$ cat config.mk
export PLATFORM = sky130hd
export DESIGN_NAME = period_match_timer
export DESIGN_NICKNAME = d
export VERILOG_FILES = /design/src/design/period_match_timer_pkg.sv /design/src/design/instr_clock_divider.sv /design/src/design/period_match_timer.sv
export SDC_FILE = /design/constraint.sdc
export NUM_CORES = 1
export LEC_CHECK = 0
export ABC_CLOCK_PERIOD_IN_PS = 3300
export BUFFER_PORTS_ARGS = -buffer_cell sky130_fd_sc_hd__buf_2
export CORE_ASPECT_RATIO = 1.75
export CORE_MARGIN = 5
export CORE_UTILIZATION = 51
export CTS_BUF_LIST = sky130_fd_sc_hd__clkbuf_8
export DETAILED_ROUTE_END_ITERATION = 10
export GPL_TIMING_DRIVEN = 0
export PLACE_DENSITY = 0.79
export REMOVE_ABC_BUFFERS = 1
export SETUP_SLACK_MARGIN = 0.15
export SYNTH_ARGS = -nofsm -noshare
export SYNTH_HDL_FRONTEND = slang
export SYNTH_HIERARCHICAL = 1
export SYNTH_SLANG_ARGS = --single-unit
$ cat constraint.sdc
create_clock -name clk_in -period 3.3 [get_ports clk_in]
set_input_delay 0.495 -clock clk_in [delete_from_list [all_inputs] [get_ports clk_in]]
set_output_delay 0.495 -clock clk_in [all_outputs]
set_load 0.01 [all_outputs]
$ cat src/design/period_match_timer_pkg.sv
package period_match_timer_pkg;

  // ----------------------------------------------------------------
  // Register indices (byte address is four times the index)
  // ----------------------------------------------------------------
  localparam logic [31:0] CTRL_INDEX = 32'h0000_0FCA;
  localparam logic [31:0] COUNTER_INDEX = 32'h0000_0FCB;
  localparam logic [31:0] PERIOD_INDEX = 32'h0000_0FCC;
  localparam logic [31:0] FLAG_INDEX = 32'h0000_0FCD;
  localparam logic [31:0] ENABLE_INDEX = 32'h0000_0FCE;

  // ----------------------------------------------------------------
  // Field positions
  // ----------------------------------------------------------------
  localparam int unsigned DIV_SEL_LSB = 0;
  localparam int unsigned DIV_SEL_MSB = 1;
  localparam int unsigned RUN_BIT = 2;
  localparam int unsigned POST_SEL_LSB = 3;
  localparam int unsigned POST_SEL_MSB = 6;
  localparam int unsigned IRQ_BIT = 1;

  // ----------------------------------------------------------------
  // Reset values and divide codes
  // ----------------------------------------------------------------
  localparam logic [6:0] CTRL_RESET = 7'h00;
  localparam logic [7:0] COUNTER_RESET = 8'h00;
  localparam logic [7:0] PERIOD_RESET = 8'hFF;
  localparam logic [1:0] DIV1_CODE = 2'h0;
  localparam logic [1:0] DIV4_CODE = 2'h1;
  localparam logic [3:0] DIV1_LAST = 4'h0;
  localparam logic [3:0] DIV4_LAST = 4'h3;
  localparam logic [3:0] DIV16_LAST = 4'hF;

  // ----------------------------------------------------------------
  // Timing: oscillator clock cycles per instruction clock
  // ----------------------------------------------------------------
  localparam int unsigned OSC_PER_INSTR = 4;
  localparam logic [1:0] INSTR_LAST = 2'(OSC_PER_INSTR - 1);

  // ----------------------------------------------------------------
  // Bus constants
  // ----------------------------------------------------------------
  localparam logic [1:0] HTRANS_NONSEQ = 2'h2;
  localparam logic HRESP_OKAY = 1'b0;

  typedef enum logic [2:0] {
    SEL_NONE,
    SEL_CTRL,
    SEL_COUNTER,
    SEL_PERIOD,
    SEL_FLAG,
    SEL_ENABLE
  } reg_sel_t;

  typedef enum logic [1:0] {
    BUS_IDLE,
    BUS_WRITE,
    BUS_READ_WAIT
  } bus_state_t;

  typedef struct packed {
    bus_state_t bus;
    reg_sel_t sel;
    logic [6:0] ctrl;
    logic [7:0] counter;
    logic [7:0] period;
    logic [3:0] pre_cnt;
    logic [3:0] post_cnt;
    logic flag;
    logic irq_en;
    logic [31:0] hrdata;
    logic hready;
    logic irq;
    logic timebase;
    logic shift_clk;
  } timer_state_t;

  typedef struct packed {
    logic [1:0] phase;
    logic tick;
  } divider_state_t;

endpackage

$ cat src/design/instr_clock_divider.sv
module instr_clock_divider (
  input wire logic clk_in,       // Oscillator clock
  input wire logic reset_n_in,   // Async reset, active low
  output logic tick_out          // One-cycle pulse per instruction clock
);

  period_match_timer_pkg::divider_state_t state_reg;
  period_match_timer_pkg::divider_state_t state_next;

  // Free-running quarter divider
  always_comb begin
    state_next = state_reg;
    state_next.tick = (state_reg.phase == period_match_timer_pkg::INSTR_LAST);
    if (state_reg.phase == period_match_timer_pkg::INSTR_LAST) begin
      state_next.phase = 2'h0;
    end else begin
      state_next.phase = state_reg.phase + 2'h1;
    end
  end

  // State register
  always_ff @(posedge clk_in or negedge reset_n_in) begin
    if (!reset_n_in) begin
      state_reg <= '0;
    end else begin
      state_reg <= state_next;
    end
  end

  assign tick_out = state_reg.tick;

endmodule

$ cat src/design/period_match_timer.sv
// Operation
// - Counter counts up from zero on prescaled instruction clocks (oscillator divided by four)
// - Divide select bits 1:0: code 00 divides by 1, 01 by 4, 10 by 16
// - Counter is compared with period value every cycle; equality gives match
// - Match reloads counter with zero next count and advances postscaler
// - Reset clears counter and presets period value to all ones
// - Counter write, control write or reset clear prescaler and postscaler
// - Control write leaves counter value unchanged
// - Counter and period value are directly readable and writable
// - Match divide bits 6:3 select postscale of one plus value
// - Run bit 2 turns the timer on when set, off when clear
// - After selected match count, flag bit 1 is set and held
// - Interrupt requested from flag only while enable bit 1 is set
// - Unscaled match drives the PWM time base output
// - Match also offered as optional serial shift clock
//
// Chosen here: register access over AHB-Lite.
module period_match_timer (
  input wire logic clk_in,             // Oscillator clock, 25 MHz
  input wire logic reset_n_in,         // Async reset, active low
  input wire logic hsel_in,            // Slave select
  input wire logic [31:0] haddr_in,    // Byte address
  input wire logic [1:0] htrans_in,    // Transfer type
  input wire logic hwrite_in,          // Write when high
  input wire logic [2:0] hsize_in,     // Transfer size, word only
  input wire logic [31:0] hwdata_in,   // Write data
  input wire logic hready_in,          // Bus ready
  output logic [31:0] hrdata_out,      // Read data
  output logic hreadyout_out,          // Slave ready
  output logic hresp_out,              // Always OKAY
  output logic irq_out,                // Level interrupt
  output logic pwm_timebase_out,       // Unscaled match pulse
  output logic shift_clk_out           // Match-toggled shift clock
);

  // ----------------------------------------------------------------
  // Declarations
  // ----------------------------------------------------------------
  period_match_timer_pkg::timer_state_t state_reg;
  period_match_timer_pkg::timer_state_t state_next;
  logic instr_tick;
  logic take_request;
  logic count_tick;
  logic match;
  logic [3:0] pre_last;
  logic [3:0] post_last;
  logic run;

  // ----------------------------------------------------------------
  // Instruction clock
  // ----------------------------------------------------------------
  instr_clock_divider u_instr_div (
    .clk_in(clk_in),
    .reset_n_in(reset_n_in),
    .tick_out(instr_tick)
  );

  // ----------------------------------------------------------------
  // Functions
  // ----------------------------------------------------------------

  // Byte address to register select
  function automatic period_match_timer_pkg::reg_sel_t decode(input logic [31:0] addr);
    logic [31:0] idx;
    idx = {2'b00, addr[31:2]};
    if (addr[1:0] != 2'b00) begin
      decode = period_match_timer_pkg::SEL_NONE;
    end else if (idx == period_match_timer_pkg::CTRL_INDEX) begin
      decode = period_match_timer_pkg::SEL_CTRL;
    end else if (idx == period_match_timer_pkg::COUNTER_INDEX) begin
      decode = period_match_timer_pkg::SEL_COUNTER;
    end else if (idx == period_match_timer_pkg::PERIOD_INDEX) begin
      decode = period_match_timer_pkg::SEL_PERIOD;
    end else if (idx == period_match_timer_pkg::FLAG_INDEX) begin
      decode = period_match_timer_pkg::SEL_FLAG;
    end else if (idx == period_match_timer_pkg::ENABLE_INDEX) begin
      decode = period_match_timer_pkg::SEL_ENABLE;
    end else begin
      decode = period_match_timer_pkg::SEL_NONE;
    end
  endfunction

  // Prescaler terminal count from divide select
  function automatic logic [3:0] prescale_last(input logic [1:0] code);
    unique case (code)
      period_match_timer_pkg::DIV1_CODE: prescale_last = period_match_timer_pkg::DIV1_LAST;
      period_match_timer_pkg::DIV4_CODE: prescale_last = period_match_timer_pkg::DIV4_LAST;
      default: prescale_last = period_match_timer_pkg::DIV16_LAST;
    endcase
  endfunction

  // Read multiplexer
  function automatic logic [31:0] read_value(input period_match_timer_pkg::timer_state_t s);
    logic [31:0] v;
    v = 32'h0000_0000;
    unique case (s.sel)
      period_match_timer_pkg::SEL_CTRL: v[6:0] = s.ctrl;
      period_match_timer_pkg::SEL_COUNTER: v[7:0] = s.counter;
      period_match_timer_pkg::SEL_PERIOD: v[7:0] = s.period;
      period_match_timer_pkg::SEL_FLAG: v[period_match_timer_pkg::IRQ_BIT] = s.flag;
      period_match_timer_pkg::SEL_ENABLE: v[period_match_timer_pkg::IRQ_BIT] = s.irq_en;
      period_match_timer_pkg::SEL_NONE: v = 32'h0000_0000;
      default: v = 32'h0000_0000;
    endcase
    read_value = v;
  endfunction

  // ----------------------------------------------------------------
  // Timer datapath decode
  // ----------------------------------------------------------------

  // Control fields and count enable
  assign run = state_reg.ctrl[period_match_timer_pkg::RUN_BIT];
  assign pre_last = prescale_last(
    state_reg.ctrl[period_match_timer_pkg::DIV_SEL_MSB:period_match_timer_pkg::DIV_SEL_LSB]);
  assign post_last =
    state_reg.ctrl[period_match_timer_pkg::POST_SEL_MSB:period_match_timer_pkg::POST_SEL_LSB];
  assign count_tick = run && instr_tick && (state_reg.pre_cnt == pre_last);
  assign match = (state_reg.counter == state_reg.period);

  // Address phase accepted
  assign take_request = hsel_in && hready_in && htrans_in[1];

  // ----------------------------------------------------------------
  // Next state
  // ----------------------------------------------------------------
  always_comb begin
    state_next = state_reg;
    state_next.timebase = 1'b0;
    state_next.hready = 1'b1;

    // Prescaler on instruction clocks while running
    if (run && instr_tick) begin
      if (state_reg.pre_cnt == pre_last) begin
        state_next.pre_cnt = 4'h0;
      end else begin
        state_next.pre_cnt = state_reg.pre_cnt + 4'h1;
      end
    end

    // Count, match reload and postscaler
    if (count_tick) begin
      if (match) begin
        state_next.counter = period_match_timer_pkg::COUNTER_RESET;
        state_next.timebase = 1'b1;
        state_next.shift_clk = ~state_reg.shift_clk;
        if (state_reg.post_cnt == post_last) begin
          state_next.post_cnt = 4'h0;
          state_next.flag = 1'b1;
        end else begin
          state_next.post_cnt = state_reg.post_cnt + 4'h1;
        end
      end else begin
        state_next.counter = state_reg.counter + 8'h01;
      end
    end

    // Bus data phase effects
    unique case (state_reg.bus)
      period_match_timer_pkg::BUS_WRITE: begin
        unique case (state_reg.sel)
          period_match_timer_pkg::SEL_CTRL: begin
            state_next.ctrl = hwdata_in[6:0];
            state_next.pre_cnt = 4'h0;
            state_next.post_cnt = 4'h0;
            state_next.counter = state_reg.counter;
          end
          period_match_timer_pkg::SEL_COUNTER: begin
            state_next.counter = hwdata_in[7:0];
            state_next.pre_cnt = 4'h0;
            state_next.post_cnt = 4'h0;
          end
          period_match_timer_pkg::SEL_PERIOD: begin
            state_next.period = hwdata_in[7:0];
          end
          period_match_timer_pkg::SEL_FLAG: begin
            // Write one clears; a same-cycle set wins
            if (hwdata_in[period_match_timer_pkg::IRQ_BIT] && !state_next.flag) begin
              state_next.flag = 1'b0;
            end else if (hwdata_in[period_match_timer_pkg::IRQ_BIT] &&
                         !(count_tick && match && state_reg.post_cnt == post_last)) begin
              state_next.flag = 1'b0;
            end
          end
          period_match_timer_pkg::SEL_ENABLE: begin
            state_next.irq_en = hwdata_in[period_match_timer_pkg::IRQ_BIT];
          end
          period_match_timer_pkg::SEL_NONE: begin
            state_next.sel = period_match_timer_pkg::SEL_NONE;
          end
          default: begin
            state_next.sel = period_match_timer_pkg::SEL_NONE;
          end
        endcase
      end
      period_match_timer_pkg::BUS_READ_WAIT: begin
        state_next.hrdata = read_value(state_reg);
      end
      period_match_timer_pkg::BUS_IDLE: begin
        state_next.hrdata = state_reg.hrdata;
      end
      default: begin
        state_next.hrdata = state_reg.hrdata;
      end
    endcase

    // Address phase capture
    state_next.bus = period_match_timer_pkg::BUS_IDLE;
    if (take_request) begin
      state_next.sel = decode(haddr_in);
      if (hwrite_in) begin
        state_next.bus = period_match_timer_pkg::BUS_WRITE;
      end else begin
        state_next.bus = period_match_timer_pkg::BUS_READ_WAIT;
        state_next.hready = 1'b0;
      end
    end

    // Masked interrupt level
    state_next.irq = state_next.flag && state_next.irq_en;
  end

  // ----------------------------------------------------------------
  // State register
  // ----------------------------------------------------------------
  always_ff @(posedge clk_in or negedge reset_n_in) begin
    if (!reset_n_in) begin
      state_reg <= '0;
      state_reg.bus <= period_match_timer_pkg::BUS_IDLE;
      state_reg.sel <= period_match_timer_pkg::SEL_NONE;
      state_reg.ctrl <= period_match_timer_pkg::CTRL_RESET;
      state_reg.counter <= period_match_timer_pkg::COUNTER_RESET;
      state_reg.period <= period_match_timer_pkg::PERIOD_RESET;
      state_reg.hready <= 1'b1;
    end else begin
      state_reg <= state_next;
    end
  end

  // ----------------------------------------------------------------
  // Outputs
  // ----------------------------------------------------------------
  assign hrdata_out = state_reg.hrdata;
  assign hreadyout_out = state_reg.hready;
  assign hresp_out = period_match_timer_pkg::HRESP_OKAY;
  assign irq_out = state_reg.irq;
  assign pwm_timebase_out = state_reg.timebase;
  assign shift_clk_out = state_reg.shift_clk;

endmodule

==> results.md, run 1 <==
Outcome:
- The flow ran to the end, and the final reports show no timing, DRC or antenna violations.

Floorplan:
- The core footprint is 0.005926 mm².
- The die covers 0.007839 mm².
- The die span in x is 69.11 µm.
- Once the floorplan was initialized, standard cells occupied 52.62% of the core.
- The number of ports placed on the die boundary is 111.
- The y dimension of the die is 113.4 µm.
- The number of rows in the core area is 37.

Route:
- The average routed wire per standard cell is 14.98 µm.
- The iteration-0 DRC count of the detailed router is 110.
- The final layout contains routed wiring with a total length of 6758 µm.
- In the routed layout, each cell is associated on average with a via count of 5.470.
- The post-route antenna net violation count is 0.
- The post-route DRC violation count is 0.
- The number of vias in the routed layout is 2467.
- The number of detailed-route iterations in the first pass is 5.

Synth:
- The fraction of the yosys area taken by sequential cells is 42.90%.
- The mapped netlist covers 0.003118 mm².
- By area the synthesized netlist is led by dfrtp_1, buf_4, dfstp_2.
- The cell count after synthesis is 329.
- Of the total synthesized cell area, the portion taken by XOR and XNOR cells is 4.494%.
- Among all cell types in the netlist, the one instantiated most often is nand2_1.
- The number of different library cells used by synthesis comes to 51.
- In the synthesized netlist the async set-or-reset flop fraction comes to 100.0%.
- Summing the areas of all and, or, nand and nor instances in the mapped netlist gives 22.11% of the synthesized area.
- The most frequently used flop master after synthesis is dfrtp_1.
- The combinational family with the most area after synthesis is simple AND/OR/NAND/NOR gates.
- In this run, synthesis produced a sequential element count of 53.
- The synthesized design devotes to its leading area cell type 35.31% of total area.
- The synthesized design contains 0 enable-type register cells.
- The synthesized netlist devotes 12.12% of its cell area to compound gates.
- The number of warning messages in the yosys log is 6.
- The synthesized netlist devotes 1.605% of its cell area to adder and majority cells.
- Sorting the synthesized cells by how often they occur yields nand2_1, dfrtp_1, buf_4, nor2_1, o21ai_0.
- The average cell area after synthesis is 9.477 µm².
- The biggest area contributor in the post-synthesis netlist is dfrtp_1.
- The share of synthesized area spent on multiplexers is 6.059%.

Global route:
- Entering global routing, the biggest net connects 54 pins.
- The first global-routing pass estimated 11370 µm of wire.
- The number of global-route vias before repair is 2538.
- The overall routing resource usage is 17.58%.
- met2 is the most crowded layer.
- The met3 track demand over resource in global routing is 3.263%.
- Global routing finished with a remaining overflow of 0.
- The met1 usage is 18.20%.
- The initial antenna violation count came to 0.
- For met2 alone, demand over resource in global routing was 34.50%.

Timing:
- The shortest clock period the worst path allows after layout is 2631 ps.
- The measured slew at the worst slew-check pin is 1175 ps.
- Setup violations remaining at the end of the flow were counted as 0.
- The maximum clock skew at final layout is 7.928 ps.
- The final clock period utilization by the worst path is 79.73%.
- The post-route setup TNS is 0 ps.
- The final count of pins violating max slew is 0.
- Headroom to the max-slew limit came out at 21.67%.
- The highest clock frequency the design can meet is 380.1 MHz.
- The final hold violation count is 0.
- Setup repair after global routing left no endpoint under its margin.

Pwr:
- The total power draw is 1091 µW.
- The part of the power in registers is 61.0%.
- The power density over the cells is 324.2 mW/mm².
- The share of total power dissipated in combinational logic is 7.1%.
- In this run the static leakage power is 0.001489 µW.
- The internal portion of total power is 834.0 µW.
- The portion of total power attributed to the clock network is 31.9%.
- Net switching is 23.56% of the power.
- Across the VDD grid, the largest voltage drop is 0.2531 mV.
- The power spent charging and discharging nets is 257.1 µW.

Setup path:
- The worst register-to-register path has a depth of 6.
- The type of element capturing the critical path is a flop.
- Data on the critical path arrives at its endpoint at 2820 ps.
- Walking the worst path, the cells encountered are nand2b_1 -> nor3b_2 -> or2_2 -> nand2b_1 -> o31ai_1 -> a21o_1.
- STA classifies the critical path startpoint as a flop.
- The critical register-to-register path endpoint is state_reg[57]$_DFFE_PN0N_.
- The data required time at the worst endpoint is 3490 ps.
- The maximum fanout along the worst path is 18.
- Across all register-to-register paths, the minimum setup slack is 670 ps.
- The dominant cell type by count on the critical path is nand2b_1.
- The number of buffers and inverters on the critical path is 0.
- The slowest stage of the critical path is the dfrtp_1 cell.
- The critical path in this run is classified as reg2reg.
- In this design, the largest share of critical-path delay is due to simple AND/OR/NAND/NOR gates.
- The source of the worst register-to-register timing path is state_reg[70]$_DFFE_PN0P_.
- The largest single stage delay on the critical path is 760 ps.

Clock tree:
- The number of levels in the clock H-tree is 2.
- The clock drives 53 sinks.
- The post-CTS setup buffer count is 0.
- The later pin in the worst-skew pair is clocked with a latency of 300 ps.
- The total CTS buffers is 5.
- After clock tree synthesis, the clock-pin slew on the worst setup and hold paths is 90 ps.
- The number of buffers on the longest clock path is 2.
- CTS placed an instance of clkbuf_8 at the clock tree root.
- The CTS tree is yes.
- The total of hold buffers inserted after clock tree synthesis is 0.
- The post-cts repair resize count is 0.

Layout:
- The number of flip-flops in the largest register is 33.
- The number of antenna diodes in the final layout is 0.
- The final layout net count is 450.
- The post-layout instance area is 0.003366 mm².
- Fill cells in the final layout number 566.
- The proportion of layout cells with a drive suffix above 1 is 27.08%.
- The multi-input logic area is 0.001540 mm².
- Across the whole layout, storage elements account for 0.001338 mm².
- The layout overhead on the synthesized area is 7.946%.

Placement:
- During placement, the flow inserted port buffers numbering 57.
- Detailed placement ended at an HPWL of 5312 µm.
- At the end of routability-driven placement, the weighted congestion stood at 0.8684.
- The post-place instance area is 0.003283 mm².

Job:
- The number of max-cap violations is 0.

Min path:
- The path class of the tightest hold or removal check is in2async.
[layer usage]
layer | up-vias | share of wire [%] | routed length (µm)
li1 | 1178 | - | -
met1 | 1180 | 36 | 2432
met2 | 97 | 55 | 3717
met3 | 12 | 6.9 | 468
met4 | 0 | 2.1 | 140
met5 | - | 0 | 0
[stage by stage]
stage | instances | setup slack (ps) | utilization [%] | hold slack, ps
5_1_grt | 451 | 450.6 | 56.80 | 412.7
3_3_place_gp | 443 | 750.2 | 55.41 | 413.4
6_report | 451 | 669.0 | 56.80 | 415.9
2_1_floorplan | 308 | 1214 | - | 199.4
4_1_cts | 451 | 698.1 | 56.80 | 416.6
3_5_place_dp | 443 | 713.9 | 55.41 | 420.1
[cell usage in the layout (no fill, tap or decap), types with 4 or more instances in the layout]
cell,instances
clkbuf_8,5
nor4_1,5
dfstp_2,9
a21oi_1,11
and3_1,4
nand2b_1,4
xor2_1,14
o21ai_0,17
conb_1,25
nor3_1,4
ha_1,4
mux2_2,15
nor2_1,18
dfrtp_1,44
a22oi_1,9
o31ai_1,5
nand4_1,6
nand3_1,14
buf_2,57
nand2_1,52
inv_1,7
[layout make-up]
type	instances	share of cell area, %
clock buffers	5	2.045
clock inverters	3	0.4089
inverters	6	0.6691
flip-flops and latches	53	39.74
well taps	78	2.900
multi-input cells	249	45.76
repair buffers	57	8.476
[kinds of logic after synthesis]
kind of cell / count (synthesis)
AOI/OAI and AO/OA: 54
muxes: 17
buffers and inverters: 51
and+or+nand+nor: 133
adders and majority gates: 4
DFF: 53
other: 1
xor gates and xnor gates: 16
[power by group through the flow]
| stage | combinational, µW | clock (µW) | sequential, µW |
|---|---|---|---|
| floorplan | 30.0 | 0 | 676 |
| global placement | 75.7 | 0 | 677 |
| detailed placement | 77.8 | 0 | 678 |
| CTS | 77.9 | 361 | 665 |
| global route | 88.1 | 390 | 667 |
| finish | 77.2 | 349 | 665 |
[worst max path at each step]
stage                                end  cells past startpoint                 startpoint  slack [ps]
2_1_floorplan  state_reg[57]$_DFFE_PN0N_                      6  state_reg[70]$_DFFE_PN0P_        1210
3_3_place_gp   state_reg[57]$_DFFE_PN0N_                      6  state_reg[70]$_DFFE_PN0P_         750
3_5_place_dp   state_reg[57]$_DFFE_PN0N_                      6  state_reg[70]$_DFFE_PN0P_         710
4_1_cts        state_reg[57]$_DFFE_PN0N_                      6  state_reg[70]$_DFFE_PN0P_         700
5_1_grt        state_reg[57]$_DFFE_PN0N_                      6  state_reg[70]$_DFFE_PN0P_         450
6_report       state_reg[57]$_DFFE_PN0N_                      6  state_reg[70]$_DFFE_PN0P_         670
[worst register-to-register path, delay by kind of cell (launching register included)]
| family | cells | cell delay, ps |
|---|---|---|
| compound gates | 2 | 250 |
| simple gates | 4 | 1510 |
| flops | 1 | 760 |
No activity file was read; power rests on OpenSTA's default activity.
==> run 2, diff against run 1 <==
- ABC_AREA: unset -> 1
- ABC_CLOCK_PERIOD_IN_PS: 3300 -> 2600
- PLACE_DENSITY: 0.79 -> 0.78
- clock period: 3.3 -> 2.6 ns (I/O delays scaled with it)
==> results.md, run 2 <==
Synth:
- In the post-synthesis netlist, the biggest area contributors are dfrtp_1, nand2_1, buf_4.
- By count the netlist is led by nand2_1, nor2_1, dfrtp_1, inv_1, buf_4.
- The distinct cell type count of the synthesized netlist came to 36 (-29%).
- The most used flip-flop cell after synthesis is dfrtp_1.
- The mapped cell area was 0.003243 mm² (+4.0%).
- The share of the synthesized area in the top cell type is 33.95% (-1.4 points).
- The most numerous cell in the Yosys netlist is nand2_1.
- The fraction of the yosys area taken by sequential cells is 41.24% (-1.7 points).
- The average cell area after synthesis was 7.507 µm² (-21%).
- The most area-hungry cell type in the Yosys netlist is dfrtp_1.
- The fraction of registers with async set or reset after synthesis is 100.0% (unchanged).
- The synthesis-stage register bit count is 53 (unchanged).
- The number of warning messages in the yosys log is 6 (unchanged).
- The number of enable flip-flop cells after synthesis is 0 (unchanged).
- The cell count after synthesis is 432 (+31%).

Global route:
- The overall routing resource usage is 20.11% (+2.5 points).
- The total congestion overflow was 0 (unchanged).
- The initial antenna violation count is 0 (unchanged).
- The global-route wire length before repair is 13000 µm (+14%).
- The maximum number of pins on one net before global-route repair was 54 (unchanged).
- The number of global-route vias before repair is 2975 (+17%).

Route:
- The number of detailed-route iterations in the first pass came to 8 (+3).
- The number of vias in the routed layout is 2897 (+17%).
- The post-route antenna net violation count is 0 (unchanged).
- The via count normalized by instance count is 5.146 (-5.9%).
- The average routed wire per standard cell came to 13.58 µm (-9.4%).
- The post-route DRC violation count came to 0 (unchanged).
- The total routed wirelength is 7645 µm (+13%).
- The iteration-0 DRC count of the detailed router is 120 (+9.1%).

Setup path:
- The type of element capturing the critical path is a flop.
- The kind of critical path is reg2reg.
- The data required time at the worst endpoint is 2810 ps (-680 ps).
- The startpoint type of the worst setup path is a flop.
- The data arrival time at the worst-slack endpoint is 2150 ps (-670 ps).
- The maximum fanout along the worst path is 14 (-4).

Layout:
- The antenna diode count is 0 (unchanged).
- In the layout the commonest cells are nand2_1, nor2_1, buf_2, dfrtp_1, inv_1.
- The proportion of layout cells with a drive suffix above 1 is 19.25% (-7.8 points).
- The fill cell instance count of the final layout is 587 (+3.7%).
- Leaving out fill and tap cells, the most frequent cell in the layout is nand2_1.
- The post-layout instance area came to 0.003565 mm² (+5.9%).
- The number of flip-flops in the largest register is 33 (unchanged).
- The flip-flop and latch area is 0.001338 mm² (unchanged).
- The layout overhead on the synthesized area is 9.915%.
- The multi-input logic area is 0.001556 mm² (+1.1%).
- The final layout net count came to 560 (+24%).

Floorplan:
- The number of rows in the core area is 38 (+2.7%).
- The starting density of the core is 52.47% (-0.15 points).
- The overall die area is 0.008117 mm² (+3.5%).
- The y dimension of the die came to 115.5 µm (+1.8%).
- The number of ports placed on the die boundary is 111 (unchanged).
- The core footprint is 0.006181 mm² (+4.3%).
- The die span in x is 70.28 µm (+1.7%).

Pwr:
- The internal portion of total power is 1176 µW (+41%).
- The power density over the cells is 427.8 mW/mm² (+32%).
- The peak supply drop is 0.4005 mV (+58%).
- The logic gate share of total power is 6.7% (-0.4 points).
- The portion of total power attributed to the clock network was 38.7% (+6.8 points).
- The power spent charging and discharging nets is 348.7 µW (+36%).
- The fraction of power spent switching nets is 22.86% (-0.70 points).
- The part of the power in registers is 54.7% (-6.3 points).
- The static power due to leakage is 0.001915 µW (+29%).

Clock tree:
- The total of hold buffers inserted after clock tree synthesis is 0 (unchanged).
- The post-cts repair resize count came to 0 (unchanged).
- The number of levels in the clock H-tree was 2 (unchanged).
- The number of sinks handled by clock tree synthesis came to 53 (unchanged).
- The post-CTS setup buffer count was 0 (unchanged).
- The total CTS buffers came to 5 (unchanged).
- The tree is rooted in a clkbuf_8.
- The CTS tree is yes.
- The number of buffers on the longest clock path is 2 (unchanged).
- The clock slew seen by the registers of the worst setup and hold paths is 90 ps (about the same).
- The clock latency on the worst-skew pair is 320 ps (+20 ps).

Timing:
- The count of endpoints failing setup in the final report is 0 (unchanged).
- The final worst setup slack is 667.3 ps (-1.742 ps).
- The relative slew slack is 23.08% (+1.4 points).
- The final count of pins violating max slew was 0 (unchanged).
- The highest clock frequency the design can meet was 517.4 MHz (+36%).
- The shortest clock period the worst path allows after layout is 1933 ps (-698.3 ps).
- The measured slew at the worst slew-check pin came to 1154 ps (-21.10 ps).
- The final hold violation count is 0 (unchanged).
- The final clock period utilization by the worst path is 74.34% (-5.4 points).
- The maximum clock skew at final layout is 10.57 ps (+2.641 ps).
- The post-route setup TNS is 0 ps (unchanged).
- Setup repair after global routing left no endpoint under its margin.

Placement:
- The worst setup slack after placement was 717.6 ps (+3.668 ps).
- The routability congestion estimate is 0.9126 (+5.1%).
- The number of buffers inserted by port buffering is 57 (unchanged).
- The post-place instance area is 0.003448 mm² (+5.0%).
- The HPWL after detailed placement is 5986 µm (+13%).

Outcome:
- The flow ran to the end, and the final reports show no timing, DRC or antenna violations.

Min path:
- The tightest min-delay check is of the in2reg type.

Job:
- The number of max-cap violations came to 0 (unchanged).
==> run 2: cell count changes in the layout (fill, tap and decap cells not counted), moves of 5 or more <==
cell and change:
nand4_1 +6, a22oi_1 -9, nor4_1 -5, mux2_2 -14, o21ai_0 +14, nand2_1 +49
nand3_1 +11, xor2_1 -11, nor2_1 +44, xnor2_1 +11, o31ai_1 -5, inv_1 +33
inv_2 +5
==> run 2: path summary, 6_finish.rpt <==
kind	startpoint	endpoint	slack [ps]	cells after the start
max	state_reg[63]$_DFFE_PN0P_	state_reg[61]$_DFFE_PN0N_	670	8
min	hwrite_in	state_reg[73]$_DFF_PN0_	250	2
min in group asynchronous	reset_n_in	hrdata_out[0]$_DFFE_PN0N_	290	1
max in group asynchronous	reset_n_in	state_reg[61]$_DFFE_PN0N_	1600	1
min reg2reg	u_instr_div/state_reg[1]$_DFF_PN0_	u_instr_div/state_reg[1]$_DFF_PN0_	440	1
max reg2reg	state_reg[63]$_DFFE_PN0P_	state_reg[61]$_DFFE_PN0N_	670	8
==> run 2: kinds of logic after synthesis <==
group	after synthesis	share of synthesized area [%]
flip-flops	53	41.24
buffers and inverters	83	13.54
AO/OA/AOI/OAI	50	8.758
AND/OR/NAND/NOR	224	30.13
XOR/XNOR	16	4.321
adder cells (fa/ha/maj)	4	1.543
multiplexers	1	0.3472
other	1	0.1156
==> run 2: power groups by stage <==
stage          Clock [µW]  Sequential, µW  Combinational (µW)
4_1_cts               594             833                 103
5_1_grt               634             834                 117
3_3_place_gp            0             849                99.6
3_5_place_dp            0             849                 103
2_1_floorplan           0             851                39.4
6_report              589             834                 102
==> run 2: layout make-up <==
cell class,count,share of cell area [%]
clock inverters,2,0.9477
multi-input cells,320,43.66
well taps,80,2.808
inverters,45,4.739
repair buffers,57,8.003
flip-flops and latches,53,37.52
clock buffers,6,2.317
==> run 2: through the flow <==
stage	power [µW]	cells	util, %	hold slack, ps
after detailed placement	951.6	555	55.79	429.9
final	1525	563	57.67	252.0
after CTS	1530	563	57.67	244.5
after global placement	948.2	555	55.79	413.9
after floorplan	890.0	418	-	94.41
after global routing	1585	563	57.67	234.4
==> run 2: critical path: stages, from the launching register on <==
cell and delay (ps):
dfrtp_1 450, nor2_1 240, o21ai_2 110, nor2_4 330
nand3_2 230, nand2_1 230, nor2_1 90, nor2_1 90
nor2_1 50
==> run 2: routing by layer <==
metal	GRT usage [%]	up-vias	routed length [µm]
met5	0	-	0
met4	12.40	0	347
met3	2.865	26	428
met1	19.22	1346	2670
li1	-	1419	-
met2	39.36	106	4198
==> run 3, diff against run 2 <==
- ABC_CLOCK_PERIOD_IN_PS: 2600 -> 1970
- clock period: 2.6 -> 1.97 ns (I/O delays scaled with it)
==> results.md, run 3 (synthesis results as in run 2) <==
Clock tree:
- The clock slew seen by the registers of the worst setup and hold paths was 100 ps (about the same).
- The number of levels in the clock H-tree came to 2 (unchanged).
- The number of sinks handled by clock tree synthesis was 53 (unchanged).
- The CTS tree is yes.
- The total CTS buffers is 5 (unchanged).
- The number of buffers on the longest clock path is 2 (unchanged).
- The master cell of the clock root buffer is clkbuf_8.
- The total of hold buffers inserted after clock tree synthesis is 0 (unchanged).
- The clock latency on the worst-skew pair is 320 ps (about the same).

Layout:
- In the layout the commonest cells are nand2_1, nor2_1, buf_2, dfrtp_1, inv_1.
- The proportion of layout cells with a drive suffix above 1 is 21.75% (+2.5 points).
- The filler-free cell count of the finished design is 572 (+1.6%).
- The library cell used most frequently in the layout, excluding fill and tap cells, is nand2_1.
- The number of flip-flops in the largest register is 33 (unchanged).
- The final layout net count is 569 (+1.6%).
- The layout overhead on the synthesized area is 12.96%.
- The antenna diode count came to 0 (unchanged).
- The fill cell instance count of the final layout is 573 (-2.4%).

Route:
- The number of detailed-route iterations in the first pass is 4 (-4).
- The via count normalized by instance count is 5.143 (about the same).
- The number of vias in the routed layout came to 2942 (+1.6%).
- The total routed wirelength was 7773 µm (+1.7%).
- The post-route DRC violation count is 0 (unchanged).
- The post-route antenna net violation count is 0 (unchanged).
- The iteration-0 DRC count of the detailed router is 111 (-7.5%).
- The average routed wire per standard cell was 13.59 µm (about the same).

Setup path:
- The kind of critical path is reg2reg.
- The dominant cell type by count on the critical path is nor2_1.
- The maximum fanout along the worst path came to 23 (+9).
- In this run the worst setup path begins at state_reg[69]$_DFFE_PN0P_.
- The data required time at the worst endpoint is 2230 ps (-580 ps).
- The total buffers and inverters traversed by the critical path came to 2 (+2).
- The delay of the slowest cell on the worst path was 470 ps (+20 ps).
- The data arrival time at the worst-slack endpoint was 1960 ps (-190 ps).
- The cell class contributing the biggest share of worst-path delay is simple AND/OR/NAND/NOR gates.
- On the critical path, the stage with the largest delay is an instance of dfrtp_1.
- The source of the worst register-to-register timing path is state_reg[69]$_DFFE_PN0P_.
- The startpoint type of the worst setup path is a flop.
- The worst setup path is captured at a flop.
- Walking the worst path, the cells encountered are inv_2 -> nor2_1 -> nand2_1 -> nor2_4 -> inv_2 -> o21ai_0 -> nor2_1 -> nor2_1.

Timing:
- The measured slew at the worst slew-check pin is 1175 ps (+20.72 ps).
- The final hold violation count is 0 (unchanged).
- The final count of pins violating max slew is 0 (unchanged).
- The relative slew slack came to 21.70% (-1.4 points).
- The post-route setup TNS is 0 ps (unchanged).
- The final clock period utilization by the worst path came to 86.44% (+12 points).
- The final hold slack is 152.6 ps (-99.39 ps).
- The highest clock frequency the design can meet is 587.3 MHz (+14%).
- The count of endpoints failing setup in the final report came to 0 (unchanged).
- The maximum clock skew at final layout is 5.708 ps (-4.861 ps).
- The shortest clock period the worst path allows after layout is 1703 ps (-229.9 ps).
- Setup repair after global routing could not meet its margin everywhere.

Min path:
- The kind of path behind the tightest hold check is in2reg.
- In this run the most critical hold path is launched from hwrite_in.

Global route:
- The total congestion overflow was 0 (unchanged).
- The maximum number of pins on one net before global-route repair came to 54 (unchanged).
- The initial antenna violation count came to 0 (unchanged).
- The global-route wire length before repair is 13040 µm (+0.32%).
- The number of global-route vias before repair was 2980 (+0.17%).
- The overall routing resource usage is 20.15% (+0.036 points).

Placement:
- The number of buffers inserted by port buffering was 57 (unchanged).
- The HPWL after detailed placement is 5986 µm (unchanged).
- The number of cells in the design after placement is 555 (unchanged).
- The routability congestion estimate came to 0.9126 (unchanged).

Floorplan:
- The die span in x is 70.28 µm (unchanged).
- The number of ports placed on the die boundary was 111 (unchanged).
- The y dimension of the die is 115.5 µm (unchanged).
- The core footprint is 0.006181 mm² (unchanged).
- The overall die area is 0.008117 mm² (unchanged).
- The starting density of the core was 52.47% (unchanged).
- The number of rows in the core area is 38 (unchanged).

Pwr:
- The static power due to leakage is 0.001970 µW (+2.9%).
- The power density over the cells is 550.2 mW/mm² (+29%).
- The peak supply drop is 0.5262 mV (+31%).

Job:
- The number of max-cap violations was 0 (unchanged).

Outcome:
- The flow ran to the end, and the final reports show no timing, DRC or antenna violations.
==> run 3: final cells by class <==
cell class / count / area [µm²] / share of cell area (%)
multi-input combinational: 320 / 1587 / 43.31
sequential: 53 / 1339 / 36.54
timing repair buffer: 66 / 352.8 / 9.631
inverter: 45 / 168.9 / 4.611
tap: 80 / 100.1 / 2.732
clock buffer: 6 / 82.58 / 2.254
clock inverter: 2 / 33.78 / 0.9221
==> run 3: path summary, 6_finish.rpt <==
kind,endpoint,slack (ps),depth (start not counted)
min in group asynchronous,hrdata_out[0]$_DFFE_PN0N_,190,1
setup reg to reg,state_reg[56]$_DFFE_PN0N_,270,8
hold reg to reg,u_instr_div/state_reg[1]$_DFF_PN0_,440,1
max in group asynchronous,state_reg[63]$_DFFE_PN0P_,970,1
setup / recovery,state_reg[56]$_DFFE_PN0N_,270,8
hold / removal,state_reg[73]$_DFF_PN0_,150,2
==> run 3: power breakdown <==
group	total (µW)	switching, µW	internal [µW]
Sequential	1100	3.84	1100
Combinational	135	88.2	46.8
Clock	781	371	410
Total	2020	463	1550
==> run 3: layer usage <==
| layer | share of wire, % | wire length, µm | up-vias | global-route usage [%] |
|---|---|---|---|---|
| met3 | 6.1 | 477 | 27 | 2.865 |
| met5 | 0 | 0 | - | 0 |
| li1 | - | - | 1440 | - |
| met2 | 55 | 4287 | 135 | 39.80 |
| met1 | 35 | 2698 | 1340 | 19.28 |
| met4 | 4.0 | 309 | 0 | 11.64 |
==> run 3: per-stage QoR <==
stage	power, µW	cell area (µm²)	setup slack [ps]	utilization, %
2_1_floorplan	1175	3063	401.0	-
3_5_place_dp	1256	3448	87.58	55.79
4_1_cts	2019	3582	158.7	57.96
3_3_place_gp	1251	3448	110.0	55.79
5_1_grt	2093	3664	146.4	59.27
6_report	2016	3664	267.2	59.27
==> run 3: repair_timing <==
item | in CTS | in global routing
buffers inserted | 2 | 7
pin swaps | 1 | 3
gates resized for setup | 1 | 7
endpoints found under the setup margin | 11 | 12
